## config.mk

```make
export PLATFORM = sky130hd
export DESIGN_NAME = zsa_assembly
export DESIGN_NICKNAME = d
export VERILOG_FILES = /design/src/hdl/zsa_assembly.v /design/src/hdl/zsa_sync.v /design/src/hdl/zsa_zone.v
export VERILOG_INCLUDE_DIRS = /design/src /design/src/common
export SDC_FILE = /design/constraint.sdc
export NUM_CORES = 1
export LEC_CHECK = 0
export ABC_AREA = 1
export BUFFER_PORTS_ARGS = -buffer_cell sky130_fd_sc_hd__clkbuf_2
export CAP_MARGIN = 20
export CORE_MARGIN = 8
export CORE_UTILIZATION = 35
export DETAILED_ROUTE_END_ITERATION = 10
export GPL_TIMING_DRIVEN = 0
export PLACE_DENSITY_LB_ADDON = 0.1
export SKIP_CTS_REPAIR_TIMING = 1
export SYNTH_ARGS = -nofsm -noshare
export SYNTH_HDL_FRONTEND = slang
export SYNTH_SLANG_ARGS = --single-unit
```

## constraint.sdc

```tcl
create_clock -name clk -period 7.9 [get_ports clk]
set_clock_uncertainty 0.05 [all_clocks]
set_input_delay 0 -clock clk [delete_from_list [all_inputs] [get_ports clk]]
set_output_delay 0 -clock clk [all_outputs]
set_load 0.05 [all_outputs]
```

## src/common/zsa_defines.vh

```
/*
 * Constants of the zone status input assembly: register offsets, status
 * codes, fault word bit positions, thresholds and timing counts.
 * Assumes it is included by bare name from every design file that needs it.
 */
`ifndef ZSA_DEFINES_VH
`define ZSA_DEFINES_VH

// Register offsets, one 16-bit word each.
`define ZSA_OFS_UP_STATE     16'h05dc
`define ZSA_OFS_DN_STATE     16'h05dd
`define ZSA_OFS_UP_ARRIVE    16'h05de
`define ZSA_OFS_UP_DEPART    16'h05df
`define ZSA_OFS_DN_ARRIVE    16'h05e0
`define ZSA_OFS_DN_DEPART    16'h05e1
`define ZSA_OFS_LEFT_FAULT   16'h05e2
`define ZSA_OFS_RIGHT_FAULT  16'h05e3
`define ZSA_NUM_WORDS        4'h8

// Zone status codes.
`define ZSA_CODE_NONE        8'h00
`define ZSA_CODE_CLEAR_STOP  8'h01
`define ZSA_CODE_ACCEPT      8'h02
`define ZSA_CODE_DISCHARGE   8'h04
`define ZSA_CODE_BLOCK_STOP  8'h05
`define ZSA_CODE_BUSY        8'h06

// Fault word bit positions.
`define ZSA_B_RESET          0
`define ZSA_B_OVER_VOLT      2
`define ZSA_B_MOTOR_ERR      3
`define ZSA_B_NET_BAD        4
`define ZSA_B_JAM            5
`define ZSA_B_SENSOR_ERR     6
`define ZSA_B_LOW_VOLT       7
`define ZSA_B_OVER_TEMP      8
`define ZSA_B_OVER_CURR      9
`define ZSA_B_SHORT          10
`define ZSA_B_L_OVERLOAD     11
`define ZSA_B_R_NOT_CONN     11
`define ZSA_B_R_OVERLOAD     12
`define ZSA_B_STALL          13
`define ZSA_B_L_NOT_USED     14
`define ZSA_B_R_HALL_ERR     14
`define ZSA_B_R_NOT_USED     15

// Thresholds, volts, degrees Celsius, and the stall speed divisor.
`define ZSA_OVER_VOLT_V      8'd30
`define ZSA_LOW_VOLT_V       8'd18
`define ZSA_OVER_TEMP_C      8'd105
`define ZSA_STALL_DIV        12'd10

// Timing: overload needs a stall longer than this many seconds.
`define ZSA_CLK_HZ           25000000
`define ZSA_OVERLOAD_S       20
`define ZSA_OVERLOAD_CYCLES  (`ZSA_OVERLOAD_S * `ZSA_CLK_HZ)

`endif

```

## src/hdl/zsa_assembly.v

```verilog
/*
 * Zone status input assembly: two zones, two motor side fault words and
 * a read port that streams the eight-word assembly from its first
 * register. Writes are answered with an error and change nothing.
 * Assumes zone sensors arrive from pins; every other input comes from
 * logic on clk. Only one clock, clk, at 25 MHz.
 */
`timescale 1ns/10ps
`include "zsa_defines.vh"

module zsa_assembly #(
  parameter OVERLOAD_CYCLES = `ZSA_OVERLOAD_CYCLES
) (
  input  wire        clk,
  input  wire        srst,
  input  wire        ce,
  // Zone sensors from pins, bit 0 left, bit 1 right.
  input  wire [1:0]  sensor_pin,
  // Motor control state per side, bit 0 left, bit 1 right.
  input  wire [1:0]  motor_run,
  input  wire [1:0]  motor_rev,
  input  wire [1:0]  network_stop_mode,
  input  wire        single_zone,
  input  wire        single_on_right,
  // Condition inputs.
  input  wire        ctrl_connected,
  input  wire        net_unhealthy,
  input  wire [7:0]  supply_volts,
  input  wire [1:0]  jam,
  input  wire [1:0]  sensor_fault,
  input  wire [7:0]  left_temp_c,
  input  wire [7:0]  right_temp_c,
  input  wire [1:0]  over_current,
  input  wire [1:0]  short_circuit,
  input  wire [7:0]  left_speed,
  input  wire [7:0]  right_speed,
  input  wire [7:0]  left_speed_set,
  input  wire [7:0]  right_speed_set,
  input  wire        right_not_connected,
  input  wire        right_hall_fault,
  input  wire [1:0]  motor_not_used,
  // Read port.
  input  wire        rd_start,
  input  wire [15:0] rd_addr,
  input  wire [3:0]  rd_len,
  output reg         rd_valid,
  output reg  [15:0] rd_data,
  output reg         rd_last,
  output reg         rd_err,
  // Write port.
  input  wire        wr_en,
  input  wire [15:0] wr_addr,
  input  wire [15:0] wr_data,
  output reg         wr_err
);

  localparam ST_IDLE = 2'b01;
  localparam ST_SEND = 2'b10;
  // The limit is cut to the counter width on purpose; 29 bits hold it.
  localparam [31:0] OVL_WIDE  = OVERLOAD_CYCLES;
  localparam [28:0] OVL_LIMIT = OVL_WIDE[28:0];

  // True when the roller runs slower than a tenth of its set speed.
  function slow_roller;
    input [7:0] meas;
    input [7:0] set;
    begin
      slow_roller = ({4'h0, meas} * `ZSA_STALL_DIV) < {4'h0, set};
    end
  endfunction

  // True when the calculated temperature is above the limit.
  function too_hot;
    input [7:0] temp;
    begin
      too_hot = temp > `ZSA_OVER_TEMP_C;
    end
  endfunction

  ////////////////////////////////////////////////////////////////////////
  // Pin synchronisation and zone mapping.

  wire [1:0]  sensor_s;
  wire [15:0] up_state;
  wire [15:0] dn_state;
  wire [15:0] up_arrive;
  wire [15:0] up_depart;
  wire [15:0] dn_arrive;
  wire [15:0] dn_depart;
  wire        up_sel;

  zsa_sync #(.W(2)) u_sync (
    .clk      (clk),
    .srst     (srst),
    .ce       (ce),
    .pin_in   (sensor_pin),
    .sync_out (sensor_s)
  );

  // A single-zone module reports the used side through upstream.
  assign up_sel = single_zone && single_on_right;

  zsa_zone u_up (
    .clk        (clk),
    .srst       (srst),
    .ce         (ce),
    .active     (1'b1),
    .blocked    (sensor_s[up_sel]),
    .motor_run  (motor_run[up_sel]),
    .dir_rev    (motor_rev[up_sel]),
    .net_stop   (network_stop_mode[up_sel]),
    .state_word (up_state),
    .arrivals   (up_arrive),
    .departures (up_depart)
  );

  zsa_zone u_dn (
    .clk        (clk),
    .srst       (srst),
    .ce         (ce),
    .active     (!single_zone),
    .blocked    (sensor_s[1]),
    .motor_run  (motor_run[1]),
    .dir_rev    (motor_rev[1]),
    .net_stop   (network_stop_mode[1]),
    .state_word (dn_state),
    .arrivals   (dn_arrive),
    .departures (dn_depart)
  );

  ////////////////////////////////////////////////////////////////////////
  // Stall detection and overload timing per side.

  wire [1:0]  stalled;
  reg  [28:0] ovl_cnt [0:1];
  reg  [1:0]  overload;
  reg         reset_flag;
  integer     s;

  assign stalled[0] = motor_run[0] &&
                      slow_roller(left_speed, left_speed_set);
  assign stalled[1] = motor_run[1] &&
                      slow_roller(right_speed, right_speed_set);

  // Count stalled cycles; overload sets once the limit is passed and clears when the stall ends.
  always @(posedge clk) begin
    if (srst) begin
      for (s = 0; s < 2; s = s + 1) begin
        ovl_cnt[s] <= 29'h0;
      end
      overload <= 2'b00;
    end else if (ce) begin
      for (s = 0; s < 2; s = s + 1) begin
        if (!stalled[s]) begin
          ovl_cnt[s]  <= 29'h0;
          overload[s] <= 1'b0;
        end else if (ovl_cnt[s] > OVL_LIMIT) begin
          overload[s] <= 1'b1;
        end else begin
          ovl_cnt[s] <= ovl_cnt[s] + 29'h1;
        end
      end
    end
  end

  // Reset flag sets with the module reset, clears on connection.
  always @(posedge clk) begin
    if (srst)
      reset_flag <= 1'b1;
    else if (ce && ctrl_connected)
      reset_flag <= 1'b0;
  end

  ////////////////////////////////////////////////////////////////////////
  // Fault words, built live from the conditions; reserved bits zero.

  wire        over_v;
  wire        low_v;
  reg  [15:0] left_word;
  reg  [15:0] right_word;

  assign over_v = supply_volts > `ZSA_OVER_VOLT_V;
  assign low_v  = supply_volts < `ZSA_LOW_VOLT_V;

  // Left side word.
  always @* begin
    left_word = 16'h0000;
    left_word[`ZSA_B_RESET]      = reset_flag;
    left_word[`ZSA_B_OVER_VOLT]  = over_v;
    left_word[`ZSA_B_NET_BAD]    = net_unhealthy;
    left_word[`ZSA_B_JAM]        = jam[0];
    left_word[`ZSA_B_SENSOR_ERR] = sensor_fault[0];
    left_word[`ZSA_B_LOW_VOLT]   = low_v;
    left_word[`ZSA_B_OVER_TEMP]  = too_hot(left_temp_c);
    left_word[`ZSA_B_OVER_CURR]  = over_current[0];
    left_word[`ZSA_B_SHORT]      = short_circuit[0];
    left_word[`ZSA_B_L_OVERLOAD] = overload[0];
    left_word[`ZSA_B_STALL]      = stalled[0];
    left_word[`ZSA_B_L_NOT_USED] = motor_not_used[0];
    left_word[`ZSA_B_MOTOR_ERR]  = |left_word[15:7];
  end

  // Right side word.
  always @* begin
    right_word = 16'h0000;
    right_word[`ZSA_B_OVER_VOLT]  = over_v;
    right_word[`ZSA_B_JAM]        = jam[1];
    right_word[`ZSA_B_SENSOR_ERR] = sensor_fault[1];
    right_word[`ZSA_B_LOW_VOLT]   = low_v;
    right_word[`ZSA_B_OVER_TEMP]  = too_hot(right_temp_c);
    right_word[`ZSA_B_OVER_CURR]  = over_current[1];
    right_word[`ZSA_B_SHORT]      = short_circuit[1];
    right_word[`ZSA_B_R_NOT_CONN] = right_not_connected;
    right_word[`ZSA_B_R_OVERLOAD] = overload[1];
    right_word[`ZSA_B_STALL]      = stalled[1];
    right_word[`ZSA_B_R_HALL_ERR] = right_hall_fault;
    right_word[`ZSA_B_R_NOT_USED] = motor_not_used[1];
    right_word[`ZSA_B_MOTOR_ERR]  = |right_word[15:7];
  end

  ////////////////////////////////////////////////////////////////////////
  // Read and write port. A read takes a snapshot of all eight words so
  // that one block read is coherent, then streams one word per cycle.

  reg  [15:0] snap [0:7];
  reg  [1:0]  state;
  reg  [2:0]  idx;
  reg  [2:0]  last_idx;
  wire        rd_ok;
  integer     w;

  assign rd_ok = (rd_addr == `ZSA_OFS_UP_STATE) && (rd_len != 4'h0) &&
                 (rd_len <= `ZSA_NUM_WORDS);

  // Read sequencer and answers.
  always @(posedge clk) begin
    if (srst) begin
      state    <= ST_IDLE;
      idx      <= 3'h0;
      last_idx <= 3'h0;
      rd_valid <= 1'b0;
      rd_data  <= 16'h0000;
      rd_last  <= 1'b0;
      rd_err   <= 1'b0;
      for (w = 0; w < 8; w = w + 1) begin
        snap[w] <= 16'h0000;
      end
    end else if (ce) begin
      rd_valid <= 1'b0;
      rd_last  <= 1'b0;
      rd_err   <= 1'b0;
      case (state)
        ST_IDLE: begin
          if (rd_start && !rd_ok) begin
            rd_err <= 1'b1;
          end else if (rd_start) begin
            snap[0]  <= up_state;
            snap[1]  <= dn_state;
            snap[2]  <= up_arrive;
            snap[3]  <= up_depart;
            snap[4]  <= dn_arrive;
            snap[5]  <= dn_depart;
            snap[6]  <= left_word;
            snap[7]  <= right_word;
            idx      <= 3'h0;
            last_idx <= rd_len[2:0] - 3'h1;
            state    <= ST_SEND;
          end
        end
        ST_SEND: begin
          rd_valid <= 1'b1;
          rd_data  <= snap[idx];
          rd_last  <= (idx == last_idx);
          idx      <= idx + 3'h1;
          if (idx == last_idx)
            state <= ST_IDLE;
        end
        default: begin
          state <= ST_IDLE;
        end
      endcase
    end
  end

  // Every write is refused; no stored value is touched.
  always @(posedge clk) begin
    if (srst)
      wr_err <= 1'b0;
    else if (ce)
      wr_err <= wr_en;
  end

endmodule // zsa_assembly

```

## src/hdl/zsa_sync.v

```verilog
/*
 * Two-stage synchroniser for a vector of pin inputs.
 * Assumes the inputs are asynchronous to clk; the first stage feeds only
 * the second.
 */
`timescale 1ns/10ps

module zsa_sync #(
  parameter W = 2
) (
  input  wire         clk,
  input  wire         srst,
  input  wire         ce,
  input  wire [W-1:0] pin_in,
  output reg  [W-1:0] sync_out
);

  reg [W-1:0] stage1;

  // Two flip-flops in series; only the second stage is visible.
  always @(posedge clk) begin
    if (srst) begin
      stage1   <= {W{1'b0}};
      sync_out <= {W{1'b0}};
    end else if (ce) begin
      stage1   <= pin_in;
      sync_out <= stage1;
    end
  end

endmodule // zsa_sync

```

## src/hdl/zsa_zone.v

```verilog
/*
 * One conveyor zone: encodes the zone status word and counts carton
 * arrivals and departures.
 * Assumes a synchronised sensor level and same-clock motor controls.
 */
`timescale 1ns/10ps
`include "zsa_defines.vh"

module zsa_zone (
  input  wire        clk,
  input  wire        srst,
  input  wire        ce,
  input  wire        active,
  input  wire        blocked,
  input  wire        motor_run,
  input  wire        dir_rev,
  input  wire        net_stop,
  output reg  [15:0] state_word,
  output reg  [15:0] arrivals,
  output reg  [15:0] departures
);

  reg       blocked_d;
  reg [7:0] next_code;

  // Status code from sensor, motor and stop mode; busy overrides all.
  always @* begin
    if (net_stop)
      next_code = `ZSA_CODE_BUSY;
    else if (blocked)
      next_code = motor_run ? `ZSA_CODE_DISCHARGE
                            : `ZSA_CODE_BLOCK_STOP;
    else
      next_code = motor_run ? `ZSA_CODE_ACCEPT
                            : `ZSA_CODE_CLEAR_STOP;
  end

  // Status word, with the code in the byte of the running direction.
  // Counters step on sensor edges and wrap naturally at 16 bits.
  always @(posedge clk) begin
    if (srst) begin
      blocked_d  <= 1'b0;
      state_word <= 16'h0000;
      arrivals   <= 16'h0000;
      departures <= 16'h0000;
    end else if (ce) begin
      blocked_d <= blocked;
      if (!active)
        state_word <= 16'h0000;
      else if (dir_rev)
        state_word <= {next_code, `ZSA_CODE_NONE};
      else
        state_word <= {`ZSA_CODE_NONE, next_code};
      if (active && blocked && !blocked_d)
        arrivals <= arrivals + 16'h0001;
      if (active && !blocked && blocked_d)
        departures <= departures + 16'h0001;
    end
  end

endmodule // zsa_zone

```

Word-level counts from Yosys, hierarchy flattened
Memories as Yosys holds them, arrays and structs flattened. A register that Yosys moved wholly into a read port is not among the register bits.
Index checks and enable logic that the tools add are counted.
- add/sub/neg operators: 8
- shifts and indexed selects: 0
- equal/unequal tests: 9
- bitwise operators: 13
- $mul: 2
- reduce and logical (&&, ||, !) cells: 33
- multiplexer cells: 72
- $lt $le $gt $ge: 10
- divide/modulo/power cells: 0
- operator list (kind ; number):
    16-bit 2-to-1 mux ; 11
    29-bit 2-to-1 mux ; 4
    16-bit by 1-bit adder with 16-bit output, second input constant ; 4
    29-bit by 1-bit adder with 29-bit output, second input constant ; 2
    29-bit greater-than comparator, second input constant ; 2
    1-bit 2-to-1 mux ; 44
    8-bit 2-to-1 mux ; 4
    12-bit by 8-bit less-than comparator with 1-bit output ; 2
    8-bit by 3-bit multiplier with 11-bit output, second input constant ; 2
    16-bit by 11-bit equality test with 1-bit output, second input constant ; 1
    8-bit by 7-bit greater-than comparator with 1-bit output, second input constant ; 2
    2-bit AND reduction ; 7
    1-bit logical AND ; 13
    1-bit bitwise OR ; 12
    4-bit AND reduction ; 3
    2-bit 2-to-1 mux ; 5
    9-bit OR reduction ; 1
    8-bit by 5-bit greater-than comparator with 1-bit output, second input constant ; 1
    8-bit by 5-bit less-than comparator with 1-bit output, second input constant ; 1
    7-bit OR reduction ; 1
    1-bit zero test ; 6
    3-bit 2-to-1 mux ; 2
    2-bit != test, second input constant ; 3
    3-bit one-hot mux with 2 select lines ; 1
    other kinds (12) ; 13
- memory bits (writable): 186
- memories kept: 2
- logic and storage cells: 169
- bits in latches: 0
- output and inout port bits: 20
- register bits after elaboration: 117
- input bits: 137
- bits in read-only memories: 0
- memory list (name ; depth ; bits a word ; read ports ; clocked after Yosys merged registers in ; write ports ; line ; source):
    snap ; 8 ; 16 ; 1 ; 1 ; 8 ; zsa_assembly.v:225 ; reg [15:0] snap [0:7];
    ovl_cnt ; 2 ; 29 ; 2 ; 0 ; 2 ; zsa_assembly.v:135 ; reg [28:0] ovl_cnt [0:1];

Longest topological paths before layout
- depth after elaboration: 11
- mapped depth: 17
- gate-level depth less buffers: 17

By module
From an unflattened synthesis, not the netlist that was laid out.
- cells, all modules: 1985
- area total of the unflattened synthesis: 15927.8 µm²
- modules (own cells, without submodules) (module ; area each (µm²) ; cells an instance ; sequential area each (µm²) ; times used):
    zsa_assembly ; 11791.3 ; 1375 ; 5965.7 ; 1
    zsa_zone at u_up ; 2000.7 ; 286 ; 780.7 ; 1
    zsa_zone at u_dn ; 1963.1 ; 298 ; 780.7 ; 1
    zsa_sync ; 172.7 ; 26 ; 80.1 ; 1

Least setup slack after synthesis
OpenSTA, ideal clock, no wires.
- kind: register to register
- from: reg state[0]
- to: mem snap[0][0] (enable)
- cell stages (with the launch flop): 7
- path buffers: 0
- library setup time: 0.463 ns
- slack: 4.473 ns
- clock period less this slack: 3.427 ns
- arrival time: 2.914 ns
- required time: 7.387 ns
- cell sequence: dfxtp_1 > inv_1 > nor2_1 > nand2_1 > nor2_1 > nand4_1 > nand2_1
- RTL lines (item ; line ; source):
    start, declared ; zsa_assembly.v:226 ; reg [1:0] state;
    start signal, assigned ; zsa_assembly.v:238 ; state <= ST_IDLE;
    start signal, assigned ; zsa_assembly.v:267 ; state <= ST_SEND;
    start signal, assigned ; zsa_assembly.v:276 ; state <= ST_IDLE;
    end, declared ; zsa_assembly.v:225 ;

==> results.txt <==
Counting flops with an async set or reset pin after synthesis yields a share of 0%. In the finished design, the share of the clock period the worst path needs comes to 39.4%. The simple-gate portion of the synthesized area is 24.8%, and the H-tree level count is 2. The minimum clock period after layout works out to 3.11 ns.

The number of different library cells used by synthesis comes to 53. After detailed routing, the number of vias per cell comes to 4.83. Sequential cells were found to cover 48.9% of the synthesized design area.

Entering global routing, the biggest net connects 65 pins. For this run, the detailed router's first-pass iteration total came to 5. The checks that failed: hold timing.

Setup repair after global routing left no endpoint under its margin. The worst hold slack after final layout was -0.0230 ns; the endpoint required time on the critical path was 8.09 ns. Post-synthesis adder-cell area fraction: 4.47%.

Cell type of the slowest stage on the worst timing path: nand2_1. Once detailed placement completed, the half-perimeter wirelength came to 31.2 mm. The net count of the finished layout is 2129. Number of standard cells after synthesis: 1738. Via count of the first global-routing pass: 11800. The run gives 12100 as the via count. The portion of netlist area occupied by mux cells works out to 0%. The critical path goes through clkbuf_2 > ha_1 > ha_1 > fa_1 > xor2_1 > ha_1 > nand2_1 > nor2_1 > nor2_1 > nand4_1 > nor2_4 > inv_4 > buf_6 > nand2_1 > buf_16. The floorplan has 74 rows. The number of synthesized register bits came out at 271.

The average wire per cell in the routed design was 16.6 um. The finished cells cover 17300 um2. In this run the count of I/O pins placed on the die edge is 157.

The design draws 3.50 mW. The area growth from synthesis to layout is 21.0%. The average instance in the mapped netlist occupies 8.24 um2. Launching element type of the critical path: an input pin. For the warning count from the yosys run, the log shows 0.

The min-delay analysis places its worst path in the category input pin to flop. The dominant combinational cell family by area after synthesis is simple AND/OR/NAND/NOR gates. The actual transition at the worst max-transition pin came out at 0.993 ns. TritonCTS built the clock tree.

For this run, the slowest stage of the critical path takes 0.50 ns. Grouping stages by cell kind, the critical path spends the most delay in simple AND/OR/NAND/NOR gates. In the global route stage, overall resource usage came out at 17.2%.

Headroom to the max-slew limit came out at 33.8%. The placed instances occupy a cell area of 15700 um2. Number of max-slew violations in the final report: 0.

The buffer type at the clock tree root was clkbuf_16. The largest driver fanout on the critical path works out to 17. Together, buffers and inverters on the worst path number 4. The leakage power is 6.90 nW, and the final standard cell count with taps included and fillers excluded is 2500. The worst setup path is of the input pin to flop kind.

For this run, the share of the core covered by cells in the final layout is 42.7%. The max-capacitance violation count came out at 0. The count of antenna diodes in the layout is 0, and the clock slew seen by the registers of the worst setup and hold paths is 0.06 ns. The power density relative to cell area is 202 nW/um2, and the wire length of the first global-routing pass is 64.4 mm.

The core area is 40600 um2, and the total CTS buffers is 34. Xor/xnor cell area share of the yosys netlist: 3.18%. Once detail routing completed, the nets flagged for antenna violations numbered 0. For the number of clock sinks, the log shows 271.

The depth of the worst register-to-register path works out to 14. The number of cells on the worst hold path was 5; the die height was 218 um. The element type at the critical path end was a flop. After detailed routing, the number of remaining DRC violations is 0. Clock latency on the worst-skew pair, taken at its later pin, is 0.54 ns. For the starting density of the core, the log shows 35.3%. Summed over all layers, the routed wires come to 41.4 mm.

The number of enable flip-flop cells after synthesis was 158. In this run the deepest clock path goes through 3 buffers. The synthesized netlist devotes 10.2% of its cell area to compound gates. The main flop type after synthesis was edfxtp_1. Data arrives at the worst endpoint at 3.30 ns.

The worst path meets setup with 4.79 ns of slack. The total overflow left after global routing is 0. The most numerous cell type found on the critical path is ha_1.

The net count after synthesis is 1925, and the full die area is 47700 um2. Static timing analysis puts the maximum clock frequency at 322 MHz. In this run the tool buffered the top-level ports with 121 buffer cells.

Measured along the x axis, the die boundary spans 218 um. In this run the number of cells on the critical path is 15. The tools report the setup TNS as 0 ns.

IR analysis of the VDD net gives a maximum drop of 0.000151 V. The mapped netlist covers 14300 um2. The run gives 1 as the initial antenna violation count.

Setup violations remaining at the end of the flow were counted as 0. The run finished, with violations left. The tools report the number of placed instances, taps included as 2394. The share of cells above drive strength 1 was 13.6%; the final weighted congestion in routability-driven placement was 0.869. The post-placement worst setup slack was 4.19 ns; the hold violation total from the final report was 3.

After the first detailed-routing iteration, the DRC count stood at 806.
## worst paths after layout
check	startpoint	endpoint	slack (ns)
worst max-delay path	left_speed[1]	ovl_cnt[0][11]	4.79
worst min-delay path	rd_len[3]	rd_err	-0.02
worst max register to register	ovl_cnt[0][0]	ovl_cnt[0][11]	5.02
worst min register to register	reset_flag	reset_flag	0.39
## flip-flops by register name (all words and copies together), names as in the netlist, 2 cells and up
name	cells
snap	100
ovl_cnt	58
rd_data	16
u_dn.arrivals	16
u_dn.departures	16
u_up.arrivals	16
u_up.departures	16
u_dn.state_word	6
u_up.state_word	6
idx	3
last_idx	3
overload	2
state	2
u_sync.stage1	2
u_sync.sync_out	2
## area by class of cell
type                       instances  area (um2)
inverter                         263         990
timing repair buffer             168        1130
clock inverter                    17         204
multi-input combinational       1156        6120
clock buffer                      45        1010
buffer                            48         215
fill                            4091       23300
sequential                       271        7010
tap                              532         666
## synthesized netlist by cell type (36+ instances only)
master / instances / area, um2
nor2_1: 281 / 1050
dfxtp_1: 113 / 2260
a21oi_1: 79 / 395
edfxtp_1: 158 / 4740
xor2_1: 43 / 377
nand2_1: 277 / 1040
inv_1: 255 / 957
ha_1: 48 / 601
nand4_1: 36 / 225
o21ai_0: 100 / 500
nand3_1: 80 / 400
nor3_1: 47 / 235
## report_power, final
part / switching [mW] / internal, mW
Clock: 0.641 / 1.03
Sequential: 0.0334 / 1.54
Combinational: 0.153 / 0.0995
## layout by cell type (no fill, tap or decap), types with 5 or more instances in the layout
master and count:
o21a_1 12, a31oi_1 13, nand2_2 8, clkbuf_2 121
nor3_1 47, o21ai_1 9, a41oi_1 8, nand3_1 80
inv_1 255, nand4_1 36, nor2_1 281, edfxtp_1 158
nand2_1 276, clkbuf_1 32, inv_2 5, clkinv_2 7
dfxtp_1 113, a21oi_1 79, dlygate4sd3_1 44, nor2_2 29
clkbuf_8 5, a22o_1 8, xor2_1 43, o21ai_0 100
nand3_2 6, xnor2_1 9, nor2_4 8, ha_1 48
buf_2 13, clkbuf_16 37, a22oi_1 8, o22ai_1 9
## logic make-up after synthesis
family,after synthesis
and+or+nand+nor,796
buffers and inverters,311
DFF,271
AOI/OAI and AO/OA,258
xor gates and xnor gates,52
adders and majority gates,50
## per-layer routing
layer | global-route usage, % | up-vias | share of wire [%]
met4 | 4.97 | 2 | 2.5
met1 | 23.0 | 5594 | 47
li1 | - | 6147 | -
met2 | 27.6 | 281 | 45
met5 | 0 | - | 0.019
met3 | 4.00 | 63 | 5.3
## tightest hold or removal path: cells and delay by family
kind,cells,cell delay (ns)
AOI/OAI and AO/OA,1,0.15
buffers and inverters,1,0.10
and+or+nand+nor,2,0.21
xor gates and xnor gates,1,0.08
No activity file was read; power rests on OpenSTA's default activity.
